**config.mk**
```make
export PLATFORM = sky130hd
export DESIGN_NAME = rfic_top
export DESIGN_NICKNAME = d
export VERILOG_FILES = /design/src/rfic_pkg.sv /design/src/rfic_src_if.sv /design/src/rfic_arb.sv /design/src/rfic_top.sv
export SDC_FILE = /design/constraint.sdc
export NUM_CORES = 1
export LEC_CHECK = 0
export BUFFER_PORTS_ARGS = -buffer_cell sky130_fd_sc_hd__buf_2
export CELL_PAD_IN_SITES_DETAIL_PLACEMENT = 1
export CELL_PAD_IN_SITES_GLOBAL_PLACEMENT = 1
export CORE_MARGIN = 5
export CORE_UTILIZATION = 34
export CTS_CLUSTER_DIAMETER = 150
export DETAILED_ROUTE_END_ITERATION = 12
export PLACE_DENSITY_LB_ADDON = 0.15
export SETUP_SLACK_MARGIN = 0.05
export SYNTH_ARGS = -nofsm -noshare
export SYNTH_HDL_FRONTEND = slang
export SYNTH_SLANG_ARGS = --single-unit
```
**constraint.sdc**
```tcl
create_clock -name ref_clk_i -period 1.73 [get_ports ref_clk_i]
set_clock_uncertainty 0.15 [all_clocks]
set_input_delay 0.2595 -clock ref_clk_i [delete_from_list [all_inputs] [get_ports ref_clk_i]]
set_output_delay 0.2595 -clock ref_clk_i [all_outputs]
set_load 0.05 [all_outputs]
```
**src/rfic_pkg.sv**
```systemverilog
/*
 Shared constants and types for the reset flag and initial condition block.
 Assumes a single 125 MHz clock domain.
*/
package rfic_pkg;
    localparam int unsigned PC_W = 10;
    localparam int unsigned SP_W = 3;
    localparam int unsigned PA_W = 8;
    localparam int unsigned PB_W = 6;
    localparam int unsigned INT_W = 8;
    localparam int unsigned WDT_W = 16;
    localparam int unsigned TB_W = 16;
    localparam logic [PC_W-1:0] PC_RST = 10'h000;
    localparam logic [SP_W-1:0] SP_ZERO = 3'h0;
    localparam logic [SP_W-1:0] SP_TOP = 3'h7;
    localparam logic [PA_W-1:0] PA_RST = 8'hff;
    localparam logic [PB_W-1:0] PB_RST = 6'h3f;
    localparam logic [INT_W-1:0] INT_RST = 8'h00;
    localparam logic [WDT_W-1:0] WDT_RST = 16'h0000;
    localparam logic [TB_W-1:0] TB_RST = 16'h0000;
    localparam logic [WDT_W-1:0] WDT_ONE = 16'h0001;
    localparam logic [TB_W-1:0] TB_ONE = 16'h0001;
    localparam logic TIMER_OFF = 1'b0;
    localparam logic FLAG_CLR = 1'b0;
    localparam logic FLAG_SET = 1'b1;
    // Reset kind chosen by the arbiter
    typedef enum logic [2:0] {
        RFIC_NONE, RFIC_POR, RFIC_PIN, RFIC_LVR, RFIC_WDT_RUN, RFIC_WDT_SLP
    } rfic_kind_t;
endpackage : rfic_pkg

```
**src/rfic_src_if.sv**
```systemverilog
/*
 Interface carrying the prioritised reset decision between modules.
 Assumes both ends run on the same clock.
*/
`timescale 1ns/10ps
interface rfic_src_if;
    import rfic_pkg::*;
    rfic_kind_t kind;
    modport arb (output kind);
    modport use_side (input kind);
endinterface : rfic_src_if

```
**src/rfic_arb.sv**
```systemverilog
/*
 Reset source arbiter: synchronises the asynchronous sources and picks
 one reset kind per cycle. Assumes sources are levels or pulses.
*/
`timescale 1ns/10ps
module rfic_arb (
    input wire logic ref_clk_i,
    input wire logic sys_rst_i,
    input wire logic por_i,
    input wire logic ext_n_i,
    input wire logic lvr_i,
    input wire logic wdt_to_i,
    input wire logic halted_i,
    rfic_src_if.arb src
);
    import rfic_pkg::*;
    logic [1:0] s1_r;
    logic [1:0] s2_r;
    rfic_kind_t kind_nxt;

    // Two-flop synchronisers for pin-driven inputs; the pin is active low
    always_ff @(posedge ref_clk_i) begin
        if (sys_rst_i) begin
            s1_r <= 2'h0;
            s2_r <= 2'h0;
        end else begin
            s1_r <= {~ext_n_i, lvr_i};
            s2_r <= s1_r;
        end
    end

    // Power-on wins over everything else
    always_comb begin
        kind_nxt = RFIC_NONE;
        if (por_i || sys_rst_i) begin
            kind_nxt = RFIC_POR;
        end else if (s2_r[1]) begin
            kind_nxt = RFIC_PIN;
        end else if (s2_r[0]) begin
            kind_nxt = RFIC_LVR;
        end else if (wdt_to_i && halted_i) begin
            kind_nxt = RFIC_WDT_SLP;
        end else if (wdt_to_i) begin
            kind_nxt = RFIC_WDT_RUN;
        end
    end

    assign src.kind = kind_nxt;
endmodule : rfic_arb

```
**src/rfic_top.sv**
```systemverilog
/*
 Reset flag and initial condition control: applies each reset kind to the
 status flags and to the core, timer and port initial state.
 Assumes core state is loaded from these outputs while a reset pulse shows,
 and that watchdog time-out and halt come from logic on the same clock.
*/
// How it works
// - Running time-out: full reset, time-out flag set, power-down kept.
// - Sleep/idle time-out zeroes only PC, SP and watchdog counter and sets time-out flag.
// - Power-on clears both flags; pin or low-voltage reset keeps both.
// - Sleep/idle watchdog time-out leaves both flags reading one.
// - Power-on disables every interrupt.
// - Power-on clears watchdog and time base; the watchdog then counts.
// - Power-on turns the timer off.
// - Power-on makes all ports inputs with data and direction all ones.
// - Power-on points the stack pointer at the stack top.
// - Pin reset sets the program counter to zero.
// - Running time-out starts a device reset and sets time-out flag.
`timescale 1ns/10ps
module rfic_top (
    input wire logic ref_clk_i,
    input wire logic sys_rst_i,
    input wire logic por_i,
    input wire logic external_reset_pin_n_i,
    input wire logic low_voltage_reset_i,
    input wire logic wdt_timeout_i,
    input wire logic halted_i,
    input wire logic enter_halt_i,
    input wire logic wdt_clear_i,
    output logic watchdog_timeout_flag_o,
    output logic power_down_flag_o,
    output logic core_reset_o,
    output logic [rfic_pkg::PC_W-1:0] pc_o,
    output logic [rfic_pkg::SP_W-1:0] sp_o,
    output logic pc_sp_load_o,
    output logic [rfic_pkg::INT_W-1:0] int_en_o,
    output logic [rfic_pkg::WDT_W-1:0] watchdog_counter_o,
    output logic [rfic_pkg::TB_W-1:0] time_base_o,
    output logic timer_on_o,
    output logic [rfic_pkg::PA_W-1:0] pa_data_o,
    output logic [rfic_pkg::PA_W-1:0] pa_dir_o,
    output logic [rfic_pkg::PB_W-1:0] pb_data_o,
    output logic [rfic_pkg::PB_W-1:0] pb_dir_o
);
    import rfic_pkg::*;
    rfic_src_if src ();
    logic por_r;
    logic halted_r;
    logic full_nxt;
    logic sleep_hit;

    rfic_arb u_arb (
        .ref_clk_i(ref_clk_i),
        .sys_rst_i(sys_rst_i),
        .por_i(por_r),
        .ext_n_i(external_reset_pin_n_i),
        .lvr_i(low_voltage_reset_i),
        .wdt_to_i(wdt_timeout_i),
        .halted_i(halted_r),
        .src(src)
    );

    // Power-on level and halt state brought in through two flops each
    logic por_s1_r;
    logic hlt_s1_r;
    always_ff @(posedge ref_clk_i) begin
        if (sys_rst_i) begin
            por_s1_r <= 1'b1;
            por_r <= 1'b1;
            hlt_s1_r <= 1'b0;
            halted_r <= 1'b0;
        end else begin
            por_s1_r <= por_i;
            por_r <= por_s1_r;
            hlt_s1_r <= halted_i;
            halted_r <= hlt_s1_r;
        end
    end

    // Kinds that reset the whole device, as opposed to the sleep wake case
    assign full_nxt = (src.kind == RFIC_POR) || (src.kind == RFIC_PIN)
        || (src.kind == RFIC_LVR) || (src.kind == RFIC_WDT_RUN);
    assign sleep_hit = (src.kind == RFIC_WDT_SLP);

    // Time-out flag: a reset kind always beats a software clear landing in
    // the same cycle, so a time-out is never lost to a racing clear
    always_ff @(posedge ref_clk_i) begin
        case (src.kind)
            RFIC_POR: begin
                watchdog_timeout_flag_o <= FLAG_CLR;
            end
            RFIC_PIN, RFIC_LVR: begin
                watchdog_timeout_flag_o <= watchdog_timeout_flag_o;
            end
            RFIC_WDT_RUN: begin
                watchdog_timeout_flag_o <= FLAG_SET;
            end
            RFIC_WDT_SLP: begin
                watchdog_timeout_flag_o <= FLAG_SET;
            end
            default: begin
                // Entering halt and clearing the watchdog both drop it
                if (enter_halt_i || wdt_clear_i) begin
                    watchdog_timeout_flag_o <= FLAG_CLR;
                end
            end
        endcase
    end

    // Power-down flag: only power-on and a sleep time-out touch it among
    // the reset kinds; software events apply only in quiet cycles
    always_ff @(posedge ref_clk_i) begin
        case (src.kind)
            RFIC_POR: begin
                power_down_flag_o <= FLAG_CLR;
            end
            RFIC_PIN, RFIC_LVR, RFIC_WDT_RUN: begin
                power_down_flag_o <= power_down_flag_o;
            end
            RFIC_WDT_SLP: begin
                power_down_flag_o <= FLAG_SET;
            end
            default: begin
                // Halt wins over a clear landing in the same cycle
                if (enter_halt_i) begin
                    power_down_flag_o <= FLAG_SET;
                end else if (wdt_clear_i) begin
                    power_down_flag_o <= FLAG_CLR;
                end
            end
        endcase
    end

    // Core reset pulse: high for every cycle a full reset kind is seen
    always_ff @(posedge ref_clk_i) begin
        core_reset_o <= full_nxt;
    end

    // Load strobe: the core takes pc_o and sp_o only while this is high
    always_ff @(posedge ref_clk_i) begin
        pc_sp_load_o <= full_nxt || sleep_hit;
    end

    // Program counter restarts from the lowest address on every kind
    always_ff @(posedge ref_clk_i) begin
        if (full_nxt || sleep_hit) begin
            pc_o <= PC_RST;
        end
    end

    // Stack pointer: top of stack only at power-on, zero for the rest
    always_ff @(posedge ref_clk_i) begin
        if (src.kind == RFIC_POR) begin
            sp_o <= SP_TOP;
        end else if (sleep_hit || full_nxt) begin
            sp_o <= SP_ZERO;
        end
    end

    // Interrupt enables: any full reset masks them, a sleep wake keeps
    // them so the woken code sees the sources it armed before halting
    always_ff @(posedge ref_clk_i) begin
        if (full_nxt) begin
            int_en_o <= INT_RST;
        end
    end

    // Timer switched off by any full reset; a sleep wake leaves it alone
    always_ff @(posedge ref_clk_i) begin
        if (full_nxt) begin
            timer_on_o <= TIMER_OFF;
        end
    end

    // Watchdog counter: cleared at reset, halt and clear, counts after
    always_ff @(posedge ref_clk_i) begin
        if (full_nxt || sleep_hit || wdt_clear_i || enter_halt_i) begin
            watchdog_counter_o <= WDT_RST;
        end else begin
            watchdog_counter_o <= watchdog_counter_o + WDT_ONE;
        end
    end

    // Time base: cleared only at power-on so other resets keep its phase
    always_ff @(posedge ref_clk_i) begin
        if (src.kind == RFIC_POR) begin
            time_base_o <= TB_RST;
        end else begin
            time_base_o <= time_base_o + TB_ONE;
        end
    end

    // Port A goes to input with all ones; held across a sleep wake
    always_ff @(posedge ref_clk_i) begin
        if (full_nxt) begin
            pa_data_o <= PA_RST;
            pa_dir_o <= PA_RST;
        end
    end

    // Port B likewise, six bits wide
    always_ff @(posedge ref_clk_i) begin
        if (full_nxt) begin
            pb_data_o <= PB_RST;
            pb_dir_o <= PB_RST;
        end
    end
endmodule : rfic_top

```
==> results of run 1 <==
## worst max-delay path by stage
stage,endpoint,slack (ps),depth (start not counted)
after floorplan,time_base_o[14],-4,5
after global placement,time_base_o[14],170,5
after detailed placement,time_base_o[14],120,5
after CTS,time_base_o[14],100,5
after global routing,watchdog_counter_o[12],40,5
final,watchdog_counter_o[14],150,5
## worst reg2reg max path: cells and delay by family (launching register included)
| family | cells | cell delay [ps] |
|---|---|---|
| adders and majority gates | 1 | 210 |
| and+or+nand+nor | 3 | 580 |
| xor gates and xnor gates | 1 | 150 |
| DFF | 1 | 380 |
## power by group through the flow
stage	sequential (mW)	combinational, mW	clock (mW)
after global routing	1.06	0.298	0.857
after global placement	1.08	0.280	0
after detailed placement	1.08	0.281	0
final	1.06	0.286	0.770
after floorplan	1.10	0.332	0
after CTS	1.06	0.284	0.812
## sequential cells by signal, summed over array words and instances (netlist names)
register,cells
halted_r,1
power_down_flag_o,1
hlt_s1_r,1
time_base_o,16
watchdog_timeout_flag_o,1
por_s1_r,1
watchdog_counter_o,16
core_reset_o,1
u_arb.s2_r,2
pc_sp_load_o,1
sp_o,1
u_arb.s1_r,2
por_r,1
## synthesized netlist by cell type
library cell,instances
a21oi_1,4
a31oi_1,1
and2_1,1
and3_1,1
buf_2,2
buf_4,49
clkbuf_1,2
conb_1,2
dfxtp_1,43
edfxtp_1,2
ha_1,2
inv_1,8
mux2i_1,1
nand2_1,9
nand2b_1,1
nand3_1,8
nand3_2,2
nand3_4,1
nand3b_1,2
nand4_1,5
nand4_2,2
nand4_4,1
nor2_1,30
nor2_2,2
nor2b_1,6
nor3_1,10
nor4_1,2
nor4_2,5
o21ai_0,6
or2_2,3
or3_1,5
xnor2_1,20
xor2_1,3
## through the flow
| stage | setup slack, ps | TNS (ps) | cells | hold WS [ps] |
|---|---|---|---|---|
| after floorplan | -4.415 | -4.415 | 286 | 176.2 |
| after detailed placement | 120.1 | 0 | 358 | 248.7 |
| final | 151.4 | 0 | 368 | 22.03 |
| after global placement | 173.9 | 0 | 358 | 246.6 |
| after CTS | 103.6 | 0 | 368 | 8.855 |
| after global routing | 37.74 | 0 | 368 | 35.74 |
## final cells by class
cell class	count	area (sq um)	share of cell area (%)
Clock buffer	6	72.57	2.935
Inverter	8	30.03	1.215
Clock inverter	2	33.78	1.366
Tap cell	77	96.34	3.897
Sequential cell	45	938.4	37.96
Timing Repair Buffer	50	262.8	10.63
Multi-Input combinational cell	180	1039	42.00
## repair_timing
item,in CTS,in global routing
endpoints found under the hold margin,2,0
hold buffers,2,0
resized for setup,0,1
setup endpoints to repair,0,3
## per-layer routing
metal	GRT usage [%]	wire [um]	part of all wire, %	vias up
li1	-	-	-	790
met1	12.69	1838	41	715
met2	18.90	2280	51	49
met3	3.917	301	6.7	6
met4	3.722	51	1.1	0
met5	0	0	0	-
## cells by family after synthesis
group / Yosys count
simple gates: 96
buf+inv: 61
flops: 45
xor+xnor: 23
compound gates: 11
fa+ha+maj: 2
other cells: 2
mux: 1
==> results.yml, run 1 <==
worst_setup_path:
  r2r_cells: 5
  crit_family: "simple AND/OR/NAND/NOR gates"
  cp-start-kind: "flop"
  worst_r2r_endpoint: "watchdog_counter_o[14]"
  cp_data_required_time_ps: 1760
  r2r_start: "watchdog_counter_o[0]"
  cpPeakStageDelay_ps: 380
  critPathArrivalTime_ps: 1610
  crit_path_end_kind: "flop"
  cp-startpoint: "watchdog_counter_o[0]"
  worstSetupPathType: "reg2reg"
  path_buf_inv: 0
  r2r_slack_ps: 150
  critPathSlowestCell: "dfxtp_2"
  crit_chain: "ha_1, nand3_2, nor4_4, xnor2_1, nor2_1"
  crit_path_max_fanout: 7
drt:
  remaining_drc_errors: 0
  via_per_inst: 4.239
  dr.pass1.iters: 4
  routed_wl_um: 4471
  drt-initial-drc-count: 21
  ant_nets: 0
  avgRoutedWirePerCell_um: 12.15
  num_vias: 1560
place:
  routabilityCongestion: 0.7255
  port_buffers: 47
  dpl.hpwl_um: 3498
  place_area_sq_um: 2337
die:
  core-area_sq_um: 6314
  ioPinCount: 95
  dieWidth_um: 90.39
  start_util_pct: 34.80
  dieArea_sq_um: 8169
  fp.dieH_um: 90.39
  rows: 29
synth:
  synth_cell_types: 33
  synthSimpleGateAreaFrac_pct: 25.51
  netlist_area_sq_um: 2197
  ys.warnings.count: 0
  synth_compound_area_share_pct: 2.563
  ys_ff_latch: 45
  seq_area_frac_synth_pct: 41.91
  syn_inst: 241
  synth_area_leaders: "dfxtp_1, buf_4, xnor2_1, nor2_1, nor4_2"
  netlist.area_leader.share_pct: 39.18
  avgSynthCellArea_sq_um: 9.117
  synth_xor_area_share_pct: 9.169
  synth_fa_ha_area_share_pct: 1.139
  synthMuxAreaShare_pct: 0.4556
  synth_top_family_by_area: "simple AND/OR/NAND/NOR gates"
  synth_area_leader_cell: "dfxtp_1"
run:
  maxCapViolCount: 0
cells_and_area:
  syn_to_final_growth_pct: 12.53
  finalInstanceArea_sq_um: 2472
  nFillCells: 806
  diodes: 0
  mostFrequentLayoutCells: "conb_1, buf_2, nor2_1"
  drive_gt1_share_pct: 28.87
  fin_nets: 301
  post-route-util_pct: 39.16
hold_path:
  min_path_type: "in2reg"
  min_delay_worst_endpoint: "u_arb.s1_r[0]"
  min_from: "low_voltage_reset_i"
  holdPathStages: 2
clock_tree:
  numCtsBuffers: 5
  cts_buffer_depth: 2
  cts_setup_buffers: 0
  cts.sinks: 45
  htreeDepth: 2
  cts_tree: "built"
  cts_root_buf: "clkbuf_8"
  clkTransAtPathRegs_ps: 80
  clk_latency_ps: 290
power_and_ir_drop:
  clkPwrFrac_pct: 36.4
  pwr-share-seq_pct: 50.0
  power_density_nw_per_um2: 855.1
  p_switching_mw: 0.6111
  leakage_nw: 1.016
  p_comb_share_pct: 13.5
  power.internal_mw: 1.503
  sw_frac_of_total_pct: 28.90
  total_power_mw: 2.114
  ir_worst_vdd_mv: 0.3849
sta:
  post-route-min-period_ps: 1579
  rsz0062_at_grt: "true"
  drv_slew: 0
  hold_viol: 0
  fmax_ghz: 0.6335
  setup_viol: 0
  timing.final.crit_share_pct: 91.25
global_route:
  grt_pass1_wl_um: 7514
  grt_start_max_net_pins: 17
  antenna_found_initial: 0
  grt-ovfl-total: 0
  grtUsageTotal_pct: 11.03
  grt_pass1_vias: 1484
outcome:
  outcome: "finished, final reports clean"
No activity file was read; power rests on OpenSTA's default activity.
==> run 2: changes to the inputs <==
--- a/config.mk
+++ b/config.mk
@@ -10,9 +10,9 @@
 export CELL_PAD_IN_SITES_GLOBAL_PLACEMENT = 1
 export CORE_MARGIN = 5
 export CORE_UTILIZATION = 34
-export CTS_CLUSTER_DIAMETER = 150
+export CTS_CLUSTER_DIAMETER = 30
 export DETAILED_ROUTE_END_ITERATION = 12
-export PLACE_DENSITY_LB_ADDON = 0.15
+export PLACE_DENSITY = 0.84
 export SETUP_SLACK_MARGIN = 0.05
 export SYNTH_ARGS = -nofsm -noshare
 export SYNTH_HDL_FRONTEND = slang
==> run 2 against run 1 <==
  * Global-route usage decreased by 0.31 points
  * Maximum frequency shrank 1.2%
  * Non-clock buffer count grew 1
  * Critical path depth unchanged
  * Clock-buffer cell count stayed put
  * Sequential power about the same
  * Critical path type unchanged
==> results.yml, run 2 (synthesized netlist as in run 1, its figures left out) <==
hold_path:
  min_path_type: "in2reg"
  holdPathStages: 2
run:
  maxCapViolCount: 0
global_route:
  grtUsageTotal_pct: 10.73
  grt-ovfl-total: 0
  grt_start_max_net_pins: 17
  grt_pass1_wl_um: 7396
  grt_pass1_vias: 1491
  antenna_found_initial: 0
cells_and_area:
  instances_no_fill: 369
  post-route-util_pct: 39.22
  diodes: 0
  reg_top3: "time_base_o (16), watchdog_counter_o (16)"
  mostFrequentLayoutCells: "conb_1, buf_2, nor2_1"
  syn_to_final_growth_pct: 12.70
  drive_gt1_share_pct: 29.45
  fin_nets: 302
sta:
  hold_viol: 0
  final.setup.tns_ps: 0
  timing.final.crit_share_pct: 92.39
  post-route-min-period_ps: 1598
  timing.hold.ws_ps: 23.74
  setup_viol: 0
  setup_slack_ps: 131.7
  fmax_ghz: 0.6257
  rsz0062_at_grt: "true"
  drv_slew: 0
power_and_ir_drop:
  clkPwrFrac_pct: 37.0
  leakage_nw: 1.007
  pwr-share-seq_pct: 49.6
  p_comb_share_pct: 13.5
  ir_worst_vdd_mv: 0.4524
  power_density_nw_per_um2: 861.9
  p_switching_mw: 0.6235
  sw_frac_of_total_pct: 29.22
  power.internal_mw: 1.511
drt:
  remaining_drc_errors: 0
  dr.pass1.iters: 2
  routed_wl_um: 4508
  avgRoutedWirePerCell_um: 12.22
  ant_nets: 0
  drt-initial-drc-count: 34
  via_per_inst: 4.271
  num_vias: 1576
clock_tree:
  numCtsBuffers: 5
  cts_setup_buffers: 0
  htreeDepth: 2
  cts_root_buf: "clkbuf_8"
  clk_latency_ps: 290
  clkTransAtPathRegs_ps: 90
  cts.sinks: 45
  cts_tree: "built"
  cts_buffer_depth: 2
  cts.repair.resized: 0
worst_setup_path:
  crit_chain: "ha_1, nand4_2, nor3_1, xnor2_1, nor2_1"
  critPathSlowestCell: "dfxtp_2"
  critPathArrivalTime_ps: 1620
  cp-start-kind: "flop"
  cp_data_required_time_ps: 1750
  worstSetupPathType: "reg2reg"
  crit_path_max_fanout: 6
  cpPeakStageDelay_ps: 380
  r2r_cells: 5
  crit_path_end_kind: "flop"
die:
  core-area_sq_um: 6314
  dieWidth_um: 90.39
  fp.dieH_um: 90.39
  ioPinCount: 95
  start_util_pct: 34.80
  dieArea_sq_um: 8169
  rows: 29
place:
  dpl.hpwl_um: 3658
  dp_cells: 359
  post-place-ws_ps: 123.0
  port_buffers: 47
  routabilityCongestion: 0.7635
outcome:
  outcome: "finished, final reports clean"
==> run 2: changes by cell type in the layout (fill, tap and decap cells not counted), sizes merged <==
cell  delta
buf      +1
==> run 2: repair_timing <==
| action | CTS | global route |
|---|---|---|
| endpoints found under the setup margin | 0 | 2 |
| hold endpoints to repair | 2 | 0 |
| hold buffers | 2 | 0 |
==> run 2: layout make-up <==
type	count	area, sq um
clock buffer	6	72.57
tap	77	96.34
fill	786	3837
clock inverter	2	38.79
timing repair buffer	51	270.3
multi-input combinational	180	1030
inverter	8	30.03
sequential	45	938.4
==> run 2: power by group through the flow <==
stage | clock network [mW] | logic [mW] | registers (mW)
after floorplan | 0 | 0.332 | 1.10
after global placement | 0 | 0.279 | 1.08
after detailed placement | 0 | 0.280 | 1.08
after CTS | 0.819 | 0.284 | 1.06
after global routing | 0.867 | 0.298 | 1.06
final | 0.789 | 0.287 | 1.06
==> run 2: per-stage QoR <==
| stage | cell area, sq um | power, mW |
|---|---|---|
| detailed placement | 2345 | 1.363 |
| finish | 2476 | 2.134 |
| global route | 2476 | 2.225 |
| CTS | 2476 | 2.161 |
| global placement | 2345 | 1.361 |
| floorplan | 2384 | 1.427 |
==> run 2: worst paths after layout <==
check                               startpoint               to  slack (ps)
worst min-delay path                  halted_i         hlt_s1_r          20
worst max-delay path            time_base_o[0]  time_base_o[10]         130
worst min register to register        por_s1_r            por_r         270
worst max register to register  time_base_o[0]  time_base_o[10]         130
==> run 2: worst max-delay path: cells and delay by family (launching register included) <==
family	cells	cell delay [ps]
AND/OR/NAND/NOR	3	570
adder cells (fa/ha/maj)	1	230
XOR/XNOR	1	160
flip-flops	1	380
==> run 2: layer usage <==
metal	global-route usage, %	vias to the layer above	wire (um)
met1	12.75	733	1928
met5	0	-	0
met4	2.978	0	27
met2	18.78	41	2304
li1	-	800	-
met3	3.000	2	247
==> run 3: changes to the inputs <==
--- a/config.mk
+++ b/config.mk
@@ -12,7 +12,7 @@
 export CORE_UTILIZATION = 34
 export CTS_CLUSTER_DIAMETER = 30
 export DETAILED_ROUTE_END_ITERATION = 12
-export PLACE_DENSITY = 0.84
+export PLACE_DENSITY = 0.83
 export SETUP_SLACK_MARGIN = 0.05
 export SYNTH_ARGS = -nofsm -noshare
 export SYNTH_HDL_FRONTEND = slang
==> run 3 against run 2 <==
  * Die area unchanged
  * Sequential power about the same
  * Maximum frequency up 2.1%
  * Flip-flop and latch count unchanged
  * Setup slack better by 33 ps
  * Wire length up 3.8%
  * Design area down 1.1%
  * Cell count unchanged
  * Critical endpoint is now time_base_o[15]
  * Largest power group unchanged
==> results.yml, run 3 (synthesized netlist as in run 1, its figures left out) <==
sta:
  rsz0062_at_grt: "false"
  hold_viol: 0
  timing.hold.ws_ps: 26.81
  timing.final.crit_share_pct: 90.48
  drv_slew: 0
  setup_viol: 0
  fmax_ghz: 0.6388
  post-route-min-period_ps: 1565
cells_and_area:
  syn_to_final_growth_pct: 11.45
  reg_top3: "time_base_o (16), watchdog_counter_o (16)"
  fin_nets: 302
  nFillCells: 793
  drive_gt1_share_pct: 29.11
  seq_area_sq_um: 938.4
  post-route-util_pct: 38.78
  multi_input_area_sq_um: 1030
  mostFrequentLayoutCells: "conb_1, buf_2, nor2_1"
  diodes: 0
die:
  ioPinCount: 95
  rows: 29
  dieArea_sq_um: 8169
  dieWidth_um: 90.39
  start_util_pct: 34.80
  core-area_sq_um: 6314
  fp.dieH_um: 90.39
place:
  dpl.hpwl_um: 3686
  port_buffers: 47
  routabilityCongestion: 0.7950
global_route:
  grt-ovfl-total: 0
  grt_pass1_wl_um: 7741
  grt_start_max_net_pins: 17
  grtUsageTotal_pct: 11.28
  antenna_found_initial: 0
  grt_pass1_vias: 1635
clock_tree:
  numCtsBuffers: 5
  cts_tree: "built"
  clk_latency_ps: 290
  cts_root_buf: "clkbuf_8"
  cts_buffer_depth: 2
  clkTransAtPathRegs_ps: 80
  cts.repair.resized: 0
  htreeDepth: 2
  cts.sinks: 45
drt:
  drt-initial-drc-count: 41
  ant_nets: 0
  avgRoutedWirePerCell_um: 12.68
  dr.pass1.iters: 4
  remaining_drc_errors: 0
  num_vias: 1605
  via_per_inst: 4.350
  routed_wl_um: 4678
worst_setup_path:
  worst_r2r_endpoint: "time_base_o[15]"
  crit_family: "simple AND/OR/NAND/NOR gates"
  cp_data_required_time_ps: 1800
  path_buf_inv: 0
  cp-start-kind: "flop"
  critPathSlowestCell: "nor4_1"
  r2r_start: "time_base_o[4]"
  cpPeakStageDelay_ps: 450
  cp.depth: 3
  critPathArrivalTime_ps: 1630
  r2r_cells: 3
  cp-startpoint: "time_base_o[4]"
  crit_path_max_fanout: 5
  crit_end: "time_base_o[15]"
  r2r_slack_ps: 160
  crit_chain: "nand4_1, nor4_1, mux2i_1"
  worstSetupPathType: "reg2reg"
  crit_path_end_kind: "flop"
power_and_ir_drop:
  power_density_nw_per_um2: 805.7
  ir_worst_vdd_mv: 0.2998
  leakage_nw: 0.9900
hold_path:
  min_path_type: "in2reg"
outcome:
  outcome: "finished, final reports clean"
run:
  maxCapViolCount: 0
## run 3: per-stage QoR
stage | cell area, sq um | instances | total power, mW | setup slack (ps) | TNS, ps
floorplan | 2384 | 286 | 1.427 | -4.415 | -4.415
global placement | 2345 | 359 | 1.361 | 180.1 | 0
detailed placement | 2345 | 359 | 1.363 | 118.3 | 0
CTS | 2449 | 369 | 2.003 | 106.1 | 0
global route | 2449 | 369 | 2.078 | 54.31 | 0
finish | 2449 | 369 | 1.973 | 164.7 | 0
## run 3: what timing repair did
item                       in CTS  in global routing
buffers inserted                0                  0
setup endpoints to repair       0                  1
hold endpoints to repair        2                  0
hold buffers                    2                  0
## run 3: layer usage
| layer | share of wire (%) | vias up | GRT usage (%) |
|---|---|---|---|
| li1 | - | 791 | - |
| met1 | 39 | 765 | 11.89 |
| met2 | 54 | 45 | 21.34 |
| met3 | 5.6 | 4 | 3.583 |
| met4 | 0.66 | 0 | 2.978 |
| met5 | 0 | - | 0 |
## run 3: worst min path at each step
| stage | start | end | slack, ps | cells past startpoint |
|---|---|---|---|---|
| final | halted_i | hlt_s1_r | 30 | 2 |
| after global routing | low_voltage_reset_i | u_arb.s1_r[0] | 40 | 2 |
| after CTS | halted_i | hlt_s1_r | 20 | 2 |
| after detailed placement | por_s1_r | por_r | 260 | 1 |
| after global placement | por_s1_r | por_r | 250 | 1 |
| after floorplan | external_reset_pin_n_i | u_arb.s1_r[1] | 180 | 1 |
## run 3: worst register-to-register path, stage by stage (launching register included)
cell,delay (ps)
dfxtp_1,430
nand4_1,220
nor4_1,450
mux2i_1,250
## run 3: area by class of cell
class | count | share of cell area (%)
Inverter | 8 | 1.226
Sequential cell | 45 | 38.32
Clock inverter | 1 | 0.3066
Tap cell | 77 | 3.935
Multi-Input combinational cell | 180 | 42.05
Clock buffer | 7 | 3.117
Timing Repair Buffer | 51 | 11.04
## run 3: power breakdown
group | total (mW) | switching (mW) | internal [mW]
registers | 1.06 | 0.00438 | 1.05
logic | 0.287 | 0.264 | 0.0229
clock network | 0.628 | 0.342 | 0.286
